**src/bsc_pkg.sv**
```systemverilog
package bsc_pkg;

  // ==========================================================
  // sizes
  localparam int NUM_BUS = 2;
  localparam int NUM_FLAGS = 6;
  localparam int IRQ_W = NUM_BUS * NUM_FLAGS;
  localparam int ADDR_W = 10;

  // ==========================================================
  // register offsets
  localparam logic [ADDR_W-1:0] OFF_BUS_NUMS = 10'h018;
  localparam logic [ADDR_W-1:0] OFF_IO_STAT = 10'h01c;
  localparam logic [ADDR_W-1:0] OFF_IO_UPPER = 10'h030;
  localparam logic [ADDR_W-1:0] OFF_CTRL = 10'h040;
  localparam logic [ADDR_W-1:0] OFF_IRQ_STAT = 10'h200;
  localparam logic [ADDR_W-1:0] OFF_IRQ_CLR = 10'h204;
  localparam logic [ADDR_W-1:0] OFF_IRQ_EN = 10'h208;
  localparam int FUNC_SEL_BIT = 8;

  // ==========================================================
  // field positions
  localparam int SUB_BUS_LSB = 16;
  localparam int LAT_LSB = 24;
  localparam int IO_IND_BASE_LSB = 0;
  localparam int IO_BASE_LSB = 4;
  localparam int IO_IND_LIM_LSB = 8;
  localparam int IO_LIMIT_LSB = 12;
  localparam int UP_BASE_LSB = 0;
  localparam int UP_LIMIT_LSB = 16;
  localparam int CTRL_PERR_EN = 0;
  localparam int STS_66MHZ = 21;
  localparam int STS_FBB = 23;
  localparam int STS_PERR = 24;
  localparam int STS_DEVSEL_LSB = 25;
  localparam int STS_STA = 27;
  localparam int STS_RTA = 28;
  localparam int STS_RMA = 29;
  localparam int STS_SSE = 30;
  localparam int STS_DPE = 31;

  // flag index inside the per-bus sticky vector
  localparam int FLG_PERR = 0;
  localparam int FLG_STA = 1;
  localparam int FLG_RTA = 2;
  localparam int FLG_RMA = 3;
  localparam int FLG_SSE = 4;
  localparam int FLG_DPE = 5;

  // ==========================================================
  // fixed and reset values
  localparam logic [3:0] IO_32BIT_IND = 4'h1;
  localparam logic [1:0] DEVSEL_MEDIUM = 2'h1;
  localparam logic STS_66MHZ_VAL = 1'b1;
  localparam logic STS_FBB_VAL = 1'b0;
  localparam logic [11:0] IO_LOW_ZERO = 12'h000;
  localparam logic [11:0] IO_LOW_ONES = 12'hfff;
  localparam logic [7:0] RST_BYTE = 8'h00;
  localparam logic [3:0] RST_NIB = 4'h0;
  localparam logic [15:0] RST_HALF = 16'h0000;
  localparam logic [31:0] RD_ZERO = 32'h0000_0000;

  typedef struct packed {
    logic [7:0] subBus;
    logic [7:0] latTimer;
    logic [3:0] ioBase;
    logic [3:0] ioLimit;
    logic [15:0] ioBaseUp;
    logic [15:0] ioLimitUp;
    logic perrEn;
    logic [NUM_FLAGS-1:0] flags;
    logic latRun;
    logic [7:0] latCnt;
  } bsc_bus_t;

endpackage : bsc_pkg

```
**src/bsc_io_window.sv**
```systemverilog
`timescale 1ns/1ps
module bsc_io_window
  import bsc_pkg::*;
(
  input wire logic clk_sys,
  input wire logic rst_n,
  input wire logic ioValid,
  input wire logic [31:0] ioAddr,
  input wire logic [15:0] baseUp,
  input wire logic [3:0] baseNib,
  input wire logic [15:0] limitUp,
  input wire logic [3:0] limitNib,
  output logic ioForward
);

  typedef struct packed {
    logic fwd;
  } bsc_win_state_t;

  bsc_win_state_t s_r;
  bsc_win_state_t s_nxt;
  logic [31:0] winBottom;
  logic [31:0] winTop;

  // ==========================================================
  // window bounds and compare
  assign winBottom = {baseUp, baseNib, IO_LOW_ZERO};
  assign winTop = {limitUp, limitNib, IO_LOW_ONES};

  always_comb begin
    s_nxt = s_r;
    s_nxt.fwd = ioValid && (ioAddr >= winBottom) && (ioAddr <= winTop);
  end

  always_ff @(posedge clk_sys or negedge rst_n) begin
    if (!rst_n) begin
      s_r <= '0;
    end else begin
      s_r <= s_nxt;
    end
  end

  assign ioForward = s_r.fwd;

endmodule : bsc_io_window

```
**src/bsc_top.sv**
```systemverilog
// Summary of operation
// - each of the two downstream buses owns its own copy of all fields.
// - bits 23:16 hold highest bus number behind bridge, writable, reset 0.
// - bits 31:24 hold the downstream latency timer in bus clocks, reset 0.
// - latency timer supervises unclaimed master cycles on each downstream bus.
// - io base bits 3:0 and limit bits 11:8 read 1 for 32-bit io.
// - io base bits 7:4 give window bottom 15:12, low bits zero.
// - io limit bits 15:12 give window top 15:12, low bits all ones.
// - window address bits 31:16 come from the separate upper io register.
// - io addresses inside base..limit are forwarded across the bridge.
// - status bit 21 reads 1: the bus can run at 66 MHz.
// - status bit 23, fast back-to-back capability, reads 0.
// - bit 24 sets on parity pin assert while parity response is enabled.
// - bits 26:25 read 01, medium device-select timing.
// - bit 27 sets when this device ends a cycle with target abort.
// - bit 28 sets when our master cycle is target aborted.
// - bit 29 sets when our master cycle ends with master abort.
// - bit 30 sets when the bus system error pin is asserted.
// - bit 31 sets on detected address or data parity error.
//
// The implementer's own choice: strobed register access.
`timescale 1ns/1ps
module bsc_top
  import bsc_pkg::*;
(
  input wire logic clk_sys,
  input wire logic arst_n,
  input wire logic [ADDR_W-1:0] regAddr,
  input wire logic [31:0] regWrData,
  input wire logic regWr,
  input wire logic regRd,
  output logic [31:0] regRdData,
  input wire logic firstDownstreamParityErrorPinN,
  input wire logic secondDownstreamParityErrorPinN,
  input wire logic firstDownstreamSystemErrorPinN,
  input wire logic secondDownstreamSystemErrorPinN,
  input wire logic [NUM_BUS-1:0] parityErrDetected,
  input wire logic [NUM_BUS-1:0] targetAbortSent,
  input wire logic [NUM_BUS-1:0] targetAbortRcvd,
  input wire logic [NUM_BUS-1:0] masterAbortRcvd,
  input wire logic [NUM_BUS-1:0] masterStart,
  input wire logic [NUM_BUS-1:0] masterClaimed,
  input wire logic [NUM_BUS-1:0] ioValid,
  input wire logic [31:0] ioAddr,
  output logic [NUM_BUS-1:0] ioForward,
  output logic [NUM_BUS-1:0] latencyExpired,
  output logic irq
);

  typedef struct packed {
    bsc_bus_t [NUM_BUS-1:0] bus;
    logic [IRQ_W-1:0] irqStat;
    logic [IRQ_W-1:0] irqEn;
    logic [31:0] rdData;
  } bsc_top_state_t;

  bsc_top_state_t s_r;
  bsc_top_state_t s_nxt;
  logic [1:0] rstSync_r;
  logic rst_n;
  logic [NUM_BUS-1:0] perrPinN;
  logic [NUM_BUS-1:0] serrPinN;
  logic [NUM_BUS-1:0] latExpire;
  logic [NUM_FLAGS-1:0] evt [NUM_BUS];
  logic [IRQ_W-1:0] evtAll;
  logic [ADDR_W-1:0] localAddr;
  logic fnSel;

  // ==========================================================
  // reset release
  always_ff @(posedge clk_sys or negedge arst_n) begin
    if (!arst_n) begin
      rstSync_r <= 2'h0;
    end else begin
      rstSync_r <= {rstSync_r[0], 1'b1};
    end
  end
  assign rst_n = rstSync_r[1];

  // ==========================================================
  // status word of one bus
  function automatic logic [31:0] stsWord(input bsc_bus_t x);
    logic [31:0] w;
    w = RD_ZERO;
    w[IO_IND_BASE_LSB +: 4] = IO_32BIT_IND;
    w[IO_BASE_LSB +: 4] = x.ioBase;
    w[IO_IND_LIM_LSB +: 4] = IO_32BIT_IND;
    w[IO_LIMIT_LSB +: 4] = x.ioLimit;
    w[STS_66MHZ] = STS_66MHZ_VAL;
    w[STS_FBB] = STS_FBB_VAL;
    w[STS_PERR] = x.flags[FLG_PERR];
    w[STS_DEVSEL_LSB +: 2] = DEVSEL_MEDIUM;
    w[STS_STA] = x.flags[FLG_STA];
    w[STS_RTA] = x.flags[FLG_RTA];
    w[STS_RMA] = x.flags[FLG_RMA];
    w[STS_SSE] = x.flags[FLG_SSE];
    w[STS_DPE] = x.flags[FLG_DPE];
    return w;
  endfunction : stsWord

  function automatic logic [NUM_FLAGS-1:0] clrMask(input logic [31:0] d);
    logic [NUM_FLAGS-1:0] m;
    m = '0;
    m[FLG_PERR] = d[STS_PERR];
    m[FLG_STA] = d[STS_STA];
    m[FLG_RTA] = d[STS_RTA];
    m[FLG_RMA] = d[STS_RMA];
    m[FLG_SSE] = d[STS_SSE];
    m[FLG_DPE] = d[STS_DPE];
    return m;
  endfunction : clrMask

  // ==========================================================
  // per-bus events and io window
  assign perrPinN = {secondDownstreamParityErrorPinN,
                     firstDownstreamParityErrorPinN};
  assign serrPinN = {secondDownstreamSystemErrorPinN,
                     firstDownstreamSystemErrorPinN};

  genvar g;
  generate
    for (g = 0; g < NUM_BUS; g++) begin : gBus
      // unclaimed master cycle ran out its latency budget
      assign latExpire[g] = s_r.bus[g].latRun && !masterStart[g] &&
        !masterClaimed[g] &&
        (s_r.bus[g].latCnt == s_r.bus[g].latTimer);
      assign evt[g][FLG_PERR] = !perrPinN[g] && s_r.bus[g].perrEn;
      assign evt[g][FLG_STA] = targetAbortSent[g];
      assign evt[g][FLG_RTA] = targetAbortRcvd[g];
      assign evt[g][FLG_RMA] = masterAbortRcvd[g] || latExpire[g];
      assign evt[g][FLG_SSE] = !serrPinN[g];
      assign evt[g][FLG_DPE] = parityErrDetected[g];
      assign evtAll[g*NUM_FLAGS +: NUM_FLAGS] = evt[g];

      bsc_io_window uWin (
        .clk_sys(clk_sys),
        .rst_n(rst_n),
        .ioValid(ioValid[g]),
        .ioAddr(ioAddr),
        .baseUp(s_r.bus[g].ioBaseUp),
        .baseNib(s_r.bus[g].ioBase),
        .limitUp(s_r.bus[g].ioLimitUp),
        .limitNib(s_r.bus[g].ioLimit),
        .ioForward(ioForward[g])
      );

      // ========================================================
      // checks per bus
      property p_sub_bus_wr;
        @(posedge clk_sys) disable iff (!rst_n)
        regWr && fnSel == 1'(g) && localAddr == OFF_BUS_NUMS |=>
          s_r.bus[g].subBus == $past(regWrData[SUB_BUS_LSB +: 8]);
      endproperty
      a_sub_bus_wr: assert property (p_sub_bus_wr)
        else $error("bus number field not written");

      property p_lat_wr;
        @(posedge clk_sys) disable iff (!rst_n)
        regWr && fnSel == 1'(g) && localAddr == OFF_BUS_NUMS |=>
          s_r.bus[g].latTimer == $past(regWrData[LAT_LSB +: 8]);
      endproperty
      a_lat_wr: assert property (p_lat_wr)
        else $error("latency timer not written");

      property p_lat_expire;
        @(posedge clk_sys) disable iff (!rst_n)
        masterStart[g] ##1 (!masterStart[g] && !masterClaimed[g])
          [*1] ##0 (s_r.bus[g].latTimer == 8'h00) |->
          latencyExpired[g] ##1 s_r.bus[g].flags[FLG_RMA];
      endproperty
      a_lat_expire: assert property (p_lat_expire)
        else $error("zero latency timer did not expire");

      property p_io_bottom;
        @(posedge clk_sys) disable iff (!rst_n)
        ioValid[g] && ioAddr == {s_r.bus[g].ioBaseUp, s_r.bus[g].ioBase,
          IO_LOW_ZERO} && {s_r.bus[g].ioBaseUp, s_r.bus[g].ioBase} <=
          {s_r.bus[g].ioLimitUp, s_r.bus[g].ioLimit} |=> ioForward[g];
      endproperty
      a_io_bottom: assert property (p_io_bottom)
        else $error("window bottom not forwarded");

      property p_io_above;
        @(posedge clk_sys) disable iff (!rst_n)
        ioValid[g] && ioAddr > {s_r.bus[g].ioLimitUp, s_r.bus[g].ioLimit,
          IO_LOW_ONES} |=> !ioForward[g];
      endproperty
      a_io_above: assert property (p_io_above)
        else $error("address above window forwarded");

      property p_perr_set;
        @(posedge clk_sys) disable iff (!rst_n)
        !perrPinN[g] && s_r.bus[g].perrEn |=> s_r.bus[g].flags[FLG_PERR];
      endproperty
      a_perr_set: assert property (p_perr_set)
        else $error("parity pin flag not set");

      property p_perr_gated;
        @(posedge clk_sys) disable iff (!rst_n)
        !s_r.bus[g].perrEn && !s_r.bus[g].flags[FLG_PERR] |=>
          !s_r.bus[g].flags[FLG_PERR];
      endproperty
      a_perr_gated: assert property (p_perr_gated)
        else $error("parity flag set while response disabled");

      property p_flag_set;
        @(posedge clk_sys) disable iff (!rst_n)
        targetAbortSent[g] || !serrPinN[g] |=>
          s_r.bus[g].flags[FLG_STA] || s_r.bus[g].flags[FLG_SSE];
      endproperty
      a_flag_set: assert property (p_flag_set)
        else $error("event flag not set");

      property p_w1c;
        @(posedge clk_sys) disable iff (!rst_n)
        regWr && fnSel == 1'(g) && localAddr == OFF_IO_STAT &&
          regWrData[STS_DPE] && !parityErrDetected[g] |=>
          !s_r.bus[g].flags[FLG_DPE];
      endproperty
      a_w1c: assert property (p_w1c)
        else $error("write one did not clear flag");
    end
  endgenerate

  // ==========================================================
  // register decode
  assign fnSel = regAddr[FUNC_SEL_BIT];
  always_comb begin
    localAddr = regAddr;
    localAddr[FUNC_SEL_BIT] = 1'b0;
  end

  // ==========================================================
  // next state
  always_comb begin
    s_nxt = s_r;
    s_nxt.rdData = RD_ZERO;
    for (int b = 0; b < NUM_BUS; b++) begin
      if (regWr && fnSel == b[0]) begin
        unique case (localAddr)
          OFF_BUS_NUMS: begin
            s_nxt.bus[b].subBus = regWrData[SUB_BUS_LSB +: 8];
            s_nxt.bus[b].latTimer = regWrData[LAT_LSB +: 8];
          end
          OFF_IO_STAT: begin
            s_nxt.bus[b].ioBase = regWrData[IO_BASE_LSB +: 4];
            s_nxt.bus[b].ioLimit = regWrData[IO_LIMIT_LSB +: 4];
            s_nxt.bus[b].flags = s_r.bus[b].flags &
              ~clrMask(regWrData);
          end
          OFF_IO_UPPER: begin
            s_nxt.bus[b].ioBaseUp = regWrData[UP_BASE_LSB +: 16];
            s_nxt.bus[b].ioLimitUp = regWrData[UP_LIMIT_LSB +: 16];
          end
          OFF_CTRL: begin
            s_nxt.bus[b].perrEn = regWrData[CTRL_PERR_EN];
          end
          default: begin
          end
        endcase
      end
      // set wins over a same-cycle clear
      s_nxt.bus[b].flags = s_nxt.bus[b].flags | evt[b];
      // latency supervision of master cycles
      if (masterStart[b]) begin
        s_nxt.bus[b].latRun = 1'b1;
        s_nxt.bus[b].latCnt = RST_BYTE;
      end else if (s_r.bus[b].latRun) begin
        if (masterClaimed[b] || latExpire[b]) begin
          s_nxt.bus[b].latRun = 1'b0;
        end else begin
          s_nxt.bus[b].latCnt = s_r.bus[b].latCnt + 8'h01;
        end
      end
    end
    // interrupt status and enable
    if (regWr && regAddr == OFF_IRQ_CLR) begin
      s_nxt.irqStat = s_r.irqStat & ~regWrData[IRQ_W-1:0];
    end
    if (regWr && regAddr == OFF_IRQ_EN) begin
      s_nxt.irqEn = regWrData[IRQ_W-1:0];
    end
    s_nxt.irqStat = s_nxt.irqStat | evtAll;
    // read data, valid in the following cycle only
    if (regRd) begin
      if (regAddr == OFF_IRQ_STAT) begin
        s_nxt.rdData = {{(32-IRQ_W){1'b0}}, s_r.irqStat};
      end else if (regAddr == OFF_IRQ_EN) begin
        s_nxt.rdData = {{(32-IRQ_W){1'b0}}, s_r.irqEn};
      end else begin
        for (int b = 0; b < NUM_BUS; b++) begin
          if (fnSel == b[0]) begin
            unique case (localAddr)
              OFF_BUS_NUMS: begin
                s_nxt.rdData[SUB_BUS_LSB +: 8] = s_r.bus[b].subBus;
                s_nxt.rdData[LAT_LSB +: 8] = s_r.bus[b].latTimer;
              end
              OFF_IO_STAT: begin
                s_nxt.rdData = stsWord(s_r.bus[b]);
              end
              OFF_IO_UPPER: begin
                s_nxt.rdData[UP_BASE_LSB +: 16] = s_r.bus[b].ioBaseUp;
                s_nxt.rdData[UP_LIMIT_LSB +: 16] = s_r.bus[b].ioLimitUp;
              end
              OFF_CTRL: begin
                s_nxt.rdData[CTRL_PERR_EN] = s_r.bus[b].perrEn;
              end
              default: begin
              end
            endcase
          end
        end
      end
    end
  end

  always_ff @(posedge clk_sys or negedge rst_n) begin
    if (!rst_n) begin
      s_r <= '0;
    end else begin
      s_r <= s_nxt;
    end
  end

  // ==========================================================
  // outputs
  assign regRdData = s_r.rdData;
  assign latencyExpired = latExpire;
  assign irq = |(s_r.irqStat & s_r.irqEn);

  // ==========================================================
  // global checks
  property p_fixed_bits;
    @(posedge clk_sys) disable iff (!rst_n)
    regRd && localAddr == OFF_IO_STAT |=>
      regRdData[STS_66MHZ] && !regRdData[STS_FBB] &&
      regRdData[STS_DEVSEL_LSB +: 2] == DEVSEL_MEDIUM &&
      regRdData[IO_IND_BASE_LSB +: 4] == IO_32BIT_IND &&
      regRdData[IO_IND_LIM_LSB +: 4] == IO_32BIT_IND &&
      regRdData[20:16] == 5'h00 && !regRdData[22];
  endproperty
  a_fixed_bits: assert property (p_fixed_bits)
    else $error("fixed status bits read wrong");

  property p_rd_once;
    @(posedge clk_sys) disable iff (!rst_n)
    !regRd |=> regRdData == RD_ZERO;
  endproperty
  a_rd_once: assert property (p_rd_once)
    else $error("read data held beyond its cycle");

  property p_irq;
    @(posedge clk_sys) disable iff (!rst_n)
    evtAll[FLG_PERR] && s_r.irqEn[FLG_PERR] &&
      !(regWr && regAddr == OFF_IRQ_EN) |=> irq;
  endproperty
  a_irq: assert property (p_irq)
    else $error("enabled event did not raise interrupt");

endmodule : bsc_top

```
**config.mk**
```make
export PLATFORM = sky130hd
export DESIGN_NAME = bsc_top
export DESIGN_NICKNAME = d
export VERILOG_FILES = /design/src/bsc_pkg.sv /design/src/bsc_io_window.sv /design/src/bsc_top.sv
export SDC_FILE = /design/constraint.sdc
export NUM_CORES = 1
export LEC_CHECK = 0
export BUFFER_PORTS_ARGS = -buffer_cell sky130_fd_sc_hd__buf_2
export CORE_UTILIZATION = 49
export DETAILED_ROUTE_END_ITERATION = 6
export PLACE_DENSITY = 0.72
export SLEW_MARGIN = 20
export SYNTH_ARGS = -nofsm -noshare
export SYNTH_HDL_FRONTEND = slang
export SYNTH_SLANG_ARGS = --single-unit
```
**constraint.sdc**
```tcl
create_clock -name clk_sys -period 6.83 [get_ports clk_sys]
set_clock_uncertainty 0.05 [all_clocks]
set_input_delay 0.683 -clock clk_sys [delete_from_list [all_inputs] [get_ports clk_sys]]
set_output_delay 0.683 -clock clk_sys [all_outputs]
set_load 0.03 [all_outputs]
```
==> results of run 1 <==
-- cells by family (layout without fill, tap and decap cells) --
| logic type | Yosys count | in the layout | share of synthesized area, % |
|---|---|---|---|
| other | 1 | 1 | 0.0332 |
| adder cells (fa/ha/maj) | 82 | 82 | 9.07 |
| multiplexers | 105 | 105 | 10.4 |
| buffers and inverters | 171 | 274 | 7.08 |
| XOR/XNOR | 22 | 22 | 1.70 |
| flip-flops | 204 | 204 | 45.1 |
| AO/OA/AOI/OAI | 240 | 240 | 15.3 |
| AND/OR/NAND/NOR | 248 | 248 | 11.2 |
-- routing by layer --
metal  GRT usage (%)  vias to the layer above  share of wire, %
li1                -                     4030                 -
met1            33.9                     4263                43
met2            43.1                      266                49
met3            4.09                       43               5.4
met4            6.95                        0               2.0
met5               0                        -                 0
-- placed cells by master, fill, tap and decap left out, drive strengths merged, types with 10 or more instances in the layout --
| master | instances |
|---|---|
| clkbuf | 29 |
| nand2 | 114 |
| a221oi | 26 |
| buf | 141 |
| nor2b | 13 |
| a211oi | 19 |
| mux2 | 102 |
| o211ai | 10 |
| a21oi | 51 |
| inv | 90 |
| nor2 | 24 |
| ha | 82 |
| a21o | 22 |
| dfrtp | 204 |
| nand4 | 22 |
| and2 | 12 |
| xnor2 | 16 |
| a222oi | 18 |
| nand3 | 13 |
| nor3 | 12 |
| o21ai | 56 |
-- per-stage QoR --
| stage | setup WS, ns | instance area [µm²] | utilization (%) | std cells | hold slack [ns] |
|---|---|---|---|---|---|
| 3_3_place_gp | 2.75 | 12000 | 52.9 | 1418 | 0.286 |
| 5_1_grt | 3.09 | 12800 | 56.5 | 1461 | 0.307 |
| 4_1_cts | 3.20 | 12800 | 56.4 | 1461 | 0.304 |
| 3_5_place_dp | 2.70 | 12000 | 52.9 | 1418 | 0.290 |
| 6_report | 3.14 | 12800 | 56.5 | 1461 | 0.301 |
| 2_1_floorplan | 0.674 | 11300 | - | 1073 | 0.281 |
-- synthesized netlist by cell type (all sizes together), types with 2 or more instances --
| library cell | n |
|---|---|
| a21o | 22 |
| nand3 | 13 |
| a22oi | 2 |
| a2111oi | 8 |
| or3 | 2 |
| o21ai | 56 |
| and2 | 12 |
| a221oi | 26 |
| ha | 82 |
| o211ai | 10 |
| or2 | 2 |
| nor2b | 13 |
| a222oi | 18 |
| nand2b | 4 |
| buf | 55 |
| a221o | 2 |
| o2111ai | 3 |
| clkbuf | 26 |
| inv | 89 |
| o221a | 2 |
| a21oi | 51 |
| nor3 | 12 |
| nand2 | 114 |
| o31ai | 2 |
| nor4b | 3 |
| o21ba | 2 |
| nor2 | 24 |
| xnor2 | 16 |
| and3 | 2 |
| mux2 | 102 |
| a211oi | 19 |
| mux2i | 3 |
| or4 | 8 |
| nor4 | 8 |
| xor2 | 6 |
| dfrtp | 204 |
| a22o | 5 |
| o21a | 5 |
| or4b | 2 |
| nand4 | 22 |
| and4 | 5 |
-- flip-flops by register name, summed over array words and instances (netlist names) --
signal / count
gBus.uWin.ioForward: 2
s_r: 168
regRdData: 32
rstSync_r: 2
-- final timing paths --
check | endpoint | slack, ns | cells after the start
worst min register to register | rstSync_r[1]$_DFF_PN0_ | 0.30 | 0
max in group asynchronous | s_r[114]$_DFFE_PN0P_ | 5.08 | 1
min in group asynchronous | regRdData[4]$_DFF_PN0_ | 0.40 | 0
worst max register to register | gBus[0].uWin.ioForward$_DFF_PN0_ | 4.26 | 7
worst min-delay path | rstSync_r[1]$_DFF_PN0_ | 0.30 | 0
worst max-delay path | regRdData[25]$_DFF_PN0_ | 3.14 | 6
-- worst reg2reg max path: stages (launching register included) --
cell and delay, ns:
dfrtp_1 0.38, inv_1 0.07, ha_1 0.30, nand4_1 0.20, or4_1 0.66, a211oi_1 0.43
o41ai_1 0.19, a21oi_1 0.21
-- timing repair --
item	4_1_cts	5_1_grt
setup endpoints to repair	0	0
hold buffers	1	0
gates resized for setup	0	0
hold endpoints to repair	2	0
-- power groups by stage --
stage                     Clock, µW  Sequential (µW)  Combinational [µW]
after detailed placement          0             1270                 220
final                          1300             1250                 223
after global routing           1370             1250                 249
after floorplan                   0             1280                 119
after global placement            0             1270                 215
after CTS                      1320             1250                 223
-- area by class of cell --
type | instances | share of cell area (%)
Tap cell | 285 | 2.79
Clock buffer | 29 | 4.83
Inverter | 90 | 2.64
Clock inverter | 13 | 1.40
Multi-Input combinational cell | 698 | 42.5
Timing Repair Buffer | 142 | 5.87
Sequential cell | 204 | 40.0
==> impl_results.md, run 1 <==
- Antenna Cells: 0
- Total Routing Usage GR: between 20% and 30%
- Synth cell types: 63
- Critical Path Source: regAddr[8]
- Syn Area/Cell: approximately 11 µm²
- Outcome: complete, no violations
- Combinational group share of total power: approximately 8.0%
- Drt drc: 0
- Area growth syn-to-layout: 13.0%
- Peak Freq: between 200 and 300 MHz
- Initial core utilization: between 40 and 50%
- CP Cell Sequence: buf_2 -> buf_4 -> or4b_1 -> o31ai_1 -> or2_1 -> o21ba_2
- Die Span X: about 150 µm
- Most used DFF post-synth: dfrtp_1
- Final setup viols: 0
- Tcrit/Tclk final: ~54%
- Lkg Pwr: between 0.005 and 0.006 µW
- CP top delay family: simple AND/OR/NAND/NOR gates
- CTS tree: done
- CP arrival: a little over 4 ns
- Clock Latency Late Sink: 0.52 ns
- Multi-input logic area: around 5400 µm²
- Crit path kind: primary input to flip-flop
- Total power: ~2800 µW
- # H-tree levels: 1
- Worst slew pin tran: 1.15 ns
- Pint: 2110 µW
- Core area: 22600 µm²
- Port Buffer Count: 132
- Height of the chip: ~150 µm
- PD cells: about 220 nW/µm²
- DR WL/cell: roughly 20 µm
- Reg power frac: 45.1%
- CP Capture Type: flip-flop
- Share of layout cells above drive strength 1: between 20% and 30%
- Initial antenna violation count: 0
- Hold Violations, Final: 0
- Worst reg2reg path startpoint: s_r[103]$_DFFE_PN0P_
- Post-Syn Nets: between 1000 and 1500
- First-pass GRT wire length: ~47 mm
- Critical path's slowest cell: o31ai_1
- Routability Congestion: ~0.91
- Grt ovf: 0
- Vias: 8602
- Final TNS setup: 0 ns
- Synthesized area: 11300 µm²
- Share of the yosys chip area belonging to registers: between 40 and 50%
- Unrepaired setup endpoints after global routing: no
- Clk pwr share: between 40 and 50%
- Initial DRC count: 717
- Clock transition at the registers of the reported paths: 0.06 ns
- Die area: 23700 µm²
- Worst Path Buf+Inv: 2
- Worst IR Drop VDD: roughly 0.12 mV
- TritonRoute pass-1 iters: 7
- Routed Antenna Nets: 0
- Vias in the first global route: around 8600
- Crit path time final: roughly 3.7 ns
- Critical Path Source Type: primary input
- Fillcell total: around 1900
- Register area: approximately 5100 µm²
- Num CTS Buffers: 23
- Vias per cell: around 5.9
- Mapped Cells: between 1000 and 1500
- Synth area leader: dfrtp_1
- Top cells by area, synth: dfrtp_1 45%, mux2_2 10%, ha_1 9.1%
- Seq cells post-synth: 204
- Max-Cap Viols: 0
- Sink Count: just over 200
- Switching Fraction: approximately a quarter
- Worst path required time: approximately 7 ns
- Slowest stage delay, CP: between 0.9 and 1 ns
- Hold Crit Start: rstSync_r[0]$_DFF_PN0_
- I/O Pins: 133
- Relative slew slack: roughly 23%
- Setup Fix Bufs, Post-CTS: 0
- Clk buf depth: 3
- Nets: ~1300
- Maximum fanout along the worst path: a little over 70
- Largest net degree at the start of global routing: ~140
- Pins Over Slew Limit: 0
- Clock root cell: clkbuf_16
- Share of synthesized registers carrying an async set or reset: between 90% and 100%
- Min-Delay Path Class: flip-flop to flip-flop
- Post-synth top area share: 45.1%
- Synth warn: 0
- Num rows: 55
- Switch Pwr: 673 µW
- Drt total wl: just under 30 mm
- EDFF count, synth: 0
- Detailed Place HPWL: about 22 mm
(Power assumes the default switching activity.)
==> run 2, diff against run 1 <==
==> constraint.sdc (replaced) <==
create_clock -name clk_sys -period 3.75 [get_ports clk_sys]
set_clock_uncertainty 0.05 [all_clocks]
set_input_delay 0.375 -clock clk_sys [delete_from_list [all_inputs] [get_ports clk_sys]]
set_output_delay 0.375 -clock clk_sys [all_outputs]
set_load 0.03 [all_outputs]
==> impl_results.md, run 2 (synthesis gave the netlist of run 1 again) <==
- Inst Count DP: 1430 (was 1418)
- Worst IR Drop VDD: 0.273 mV (was 0.117 mV)
- Outcome: complete, no violations (unchanged)
- Total Routing Usage GR: 26.0% (was 25.5%)
- Post-CTS resize count: 0 (unchanged)
- Routed Antenna Nets: 0 (unchanged)
- Peak Freq: ~410 MHz
- Detailed Place HPWL: 22.6 mm (was 21.7 mm)
- Clock Latency Late Sink: 0.52 ns (about the same)
- Worst slew pin tran: 0.911 ns (was 1.15 ns)
- Die area: 23700 µm² (unchanged)
- Clock root cell: clkbuf_16 (unchanged)
- Highest routed layer: met4 (unchanged)
- Num rows: 55 (unchanged)
- Worst reg2reg path startpoint: s_r[173]$_DFFE_PN0P_ (was s_r[103]$_DFFE_PN0P_)
- Unrepaired setup endpoints after global routing: no (unchanged)
- Largest net degree at the start of global routing: 96 (was 137)
- Nets: 1350 (was 1337)
- Area growth syn-to-layout: 13.9% (was 13.0%)
- Relative slew slack: 39.3% (was 22.8%)
- Die Span X: 154 µm (unchanged)
- Pre-CTS setup slack: 0.740 ns (was 2.70 ns)
- First-pass GRT wire length: 47.8 mm (was 47.4 mm)
- Crit path kind: primary input to flip-flop (unchanged)
- Total power: 5060 µW (was 2780 µW)
- Routability Congestion: 0.898 (was 0.915)
- Max reg flops: 168 (unchanged)
- Crit path time final: ~2.4 ns
- Final std cells w/o fill: 1476 (was 1461)
- Vias per cell: 5.92 (was 5.89)
- CP arrival: 2.80 ns (was 4.04 ns)
- Most common cell after layout, fill and taps aside: dfrtp_1 (unchanged)
- Hold Crit Start: firstDownstreamSystemErrorPinN (was rstSync_r[0]$_DFF_PN0_)
- Port Buffer Count: 132 (unchanged)
- Lkg Pwr: 0.00600 µW (was 0.00593 µW)
- Most frequent cells in the layout: 203 x dfrtp_1, 132 x buf_2, 113 x nand2_1 (unchanged)
- Core area: 22600 µm² (unchanged)
- TritonRoute pass-1 iters: 5 (was 7)
- Grt ovf: 0 (unchanged)
- Max-Cap Viols: 0 (unchanged)
- Height of the chip: 154 µm (unchanged)
- Met2 WL: 14.6 mm (was 14.7 mm)
- CTS tree: done (unchanged)
- DR WL/cell: 20.5 µm (was 20.4 µm)
- Maximum fanout along the worst path: 28 (was 71)
- CP Cell Sequence: buf_2 -> or4b_1 -> o31ai_1 -> buf_4 -> or2_1 -> o21ba_2 (was buf_2 -> buf_4 -> or4b_1 -> o31ai_1 -> or2_1 -> o21ba_2)
- Final setup viols: 0 (unchanged)
- Share of layout cells above drive strength 1: 26.5% (was 25.9%)
- Drt total wl: 30.3 mm (was 29.8 mm)
- Worst path required time: 4.10 ns (was 7.17 ns)
- Metal-1 WL: 13.0 mm (was 12.9 mm)
- Slowest stage delay, CP: 0.72 ns (was 0.99 ns)
- CP Capture Type: flip-flop (unchanged)
- I/O Pins: 133 (unchanged)
- Vias in the first global route: 8730 (was 8558)
- # H-tree levels: 1 (unchanged)
- Fillcell total: 1904 (was 1907)
- Clock transition at the registers of the reported paths: 0.06 ns (about the same)
- Top reg by flops: s_r (unchanged)
- Initial core utilization: 50.0% (unchanged)
- Critical Path Source Type: primary input (unchanged)
- Met3 WL: 1.85 mm (was 1.62 mm)
- Vias: 8740 (was 8602)
- Fin worst setup slack: 1.30 ns (was 3.14 ns)
- Final TNS setup: 0 ns (unchanged)
- Initial antenna violation count: 1 (was 0)
- Hold Violations, Final: 0 (unchanged)
- Sink Count: 204 (unchanged)
- Critical path's slowest cell: or2_1 (was o31ai_1)
- Tcrit/Tclk final: approximately 65%
- Clk buf depth: 3 (unchanged)
- Final Core Density: 56.9% (was 56.5%)
- Min-Delay Path Class: primary input to flip-flop (was flip-flop to flip-flop)
- Drt drc: 0 (unchanged)
- Pins Over Slew Limit: 0 (unchanged)
- PD cells: 393 nW/µm² (was 217 nW/µm²)
- Initial DRC count: 642 (was 717)
- Critical Path Source: regAddr[8] (unchanged)
- Num CTS Buffers: 24 (was 23)
-- run 2: final cells by class --
class,count,area [µm²],share of cell area (%)
Antenna cell,1,2.50,0.0194
Clock buffer,34,669,5.20
Clock inverter,10,131,1.02
Inverter,90,338,2.62
Multi-Input combinational cell,698,5430,42.1
Sequential cell,204,5110,39.6
Tap cell,285,357,2.77
Timing Repair Buffer,154,853,6.62
-- run 2: timing repair --
action	4_1_cts	5_1_grt
buffers inserted	0	0
hold buffers	1	0
endpoints found under the hold margin	2	0
-- run 2: per-stage QoR --
stage                     area, µm²  hold WS (ns)
final                         12900        0.0275
after floorplan               11300        0.0294
after global routing          12900        0.0121
after global placement        12100         0.110
after CTS                     12900        0.0111
after detailed placement      12100         0.112
-- run 2: where the power goes --
group | leakage, µW | switching, µW | internal, µW | total (µW)
clock | 0.000391 | 919 | 1450 | 2370
sequential | 0.00265 | 39.1 | 2240 | 2280
combinational | 0.00295 | 263 | 154 | 417
-- run 2: final timing paths --
path                                               endpoint  slack (ns)  depth (start not counted)
min                                       s_r[69]$_DFF_PN0_        0.03                          2
min reg2reg                               s_r[51]$_DFF_PN0_        0.28                          0
max in group asynchronous              s_r[123]$_DFFE_PN0P_        2.44                          1
max                                 regRdData[21]$_DFF_PN0_        1.30                          6
min in group asynchronous            rstSync_r[1]$_DFF_PN0_        0.12                          2
max reg2reg                gBus[1].uWin.ioForward$_DFF_PN0_        1.34                          7
-- run 2: metal layers --
| metal | vias up | track usage [%] |
|---|---|---|
| met1 | 4320 | 34.6 |
| met2 | 299 | 43.5 |
| li1 | 4060 | - |
| met5 | - | 0 |
| met3 | 61 | 3.95 |
| met4 | 0 | 8.10 |
-- run 2: critical path, delay by kind of cell --
| kind | cells | cell delay [ns] |
|---|---|---|
| AO/OA/AOI/OAI | 2 | 0.54 |
| AND/OR/NAND/NOR | 2 | 1.38 |
| buffers and inverters | 2 | 0.50 |
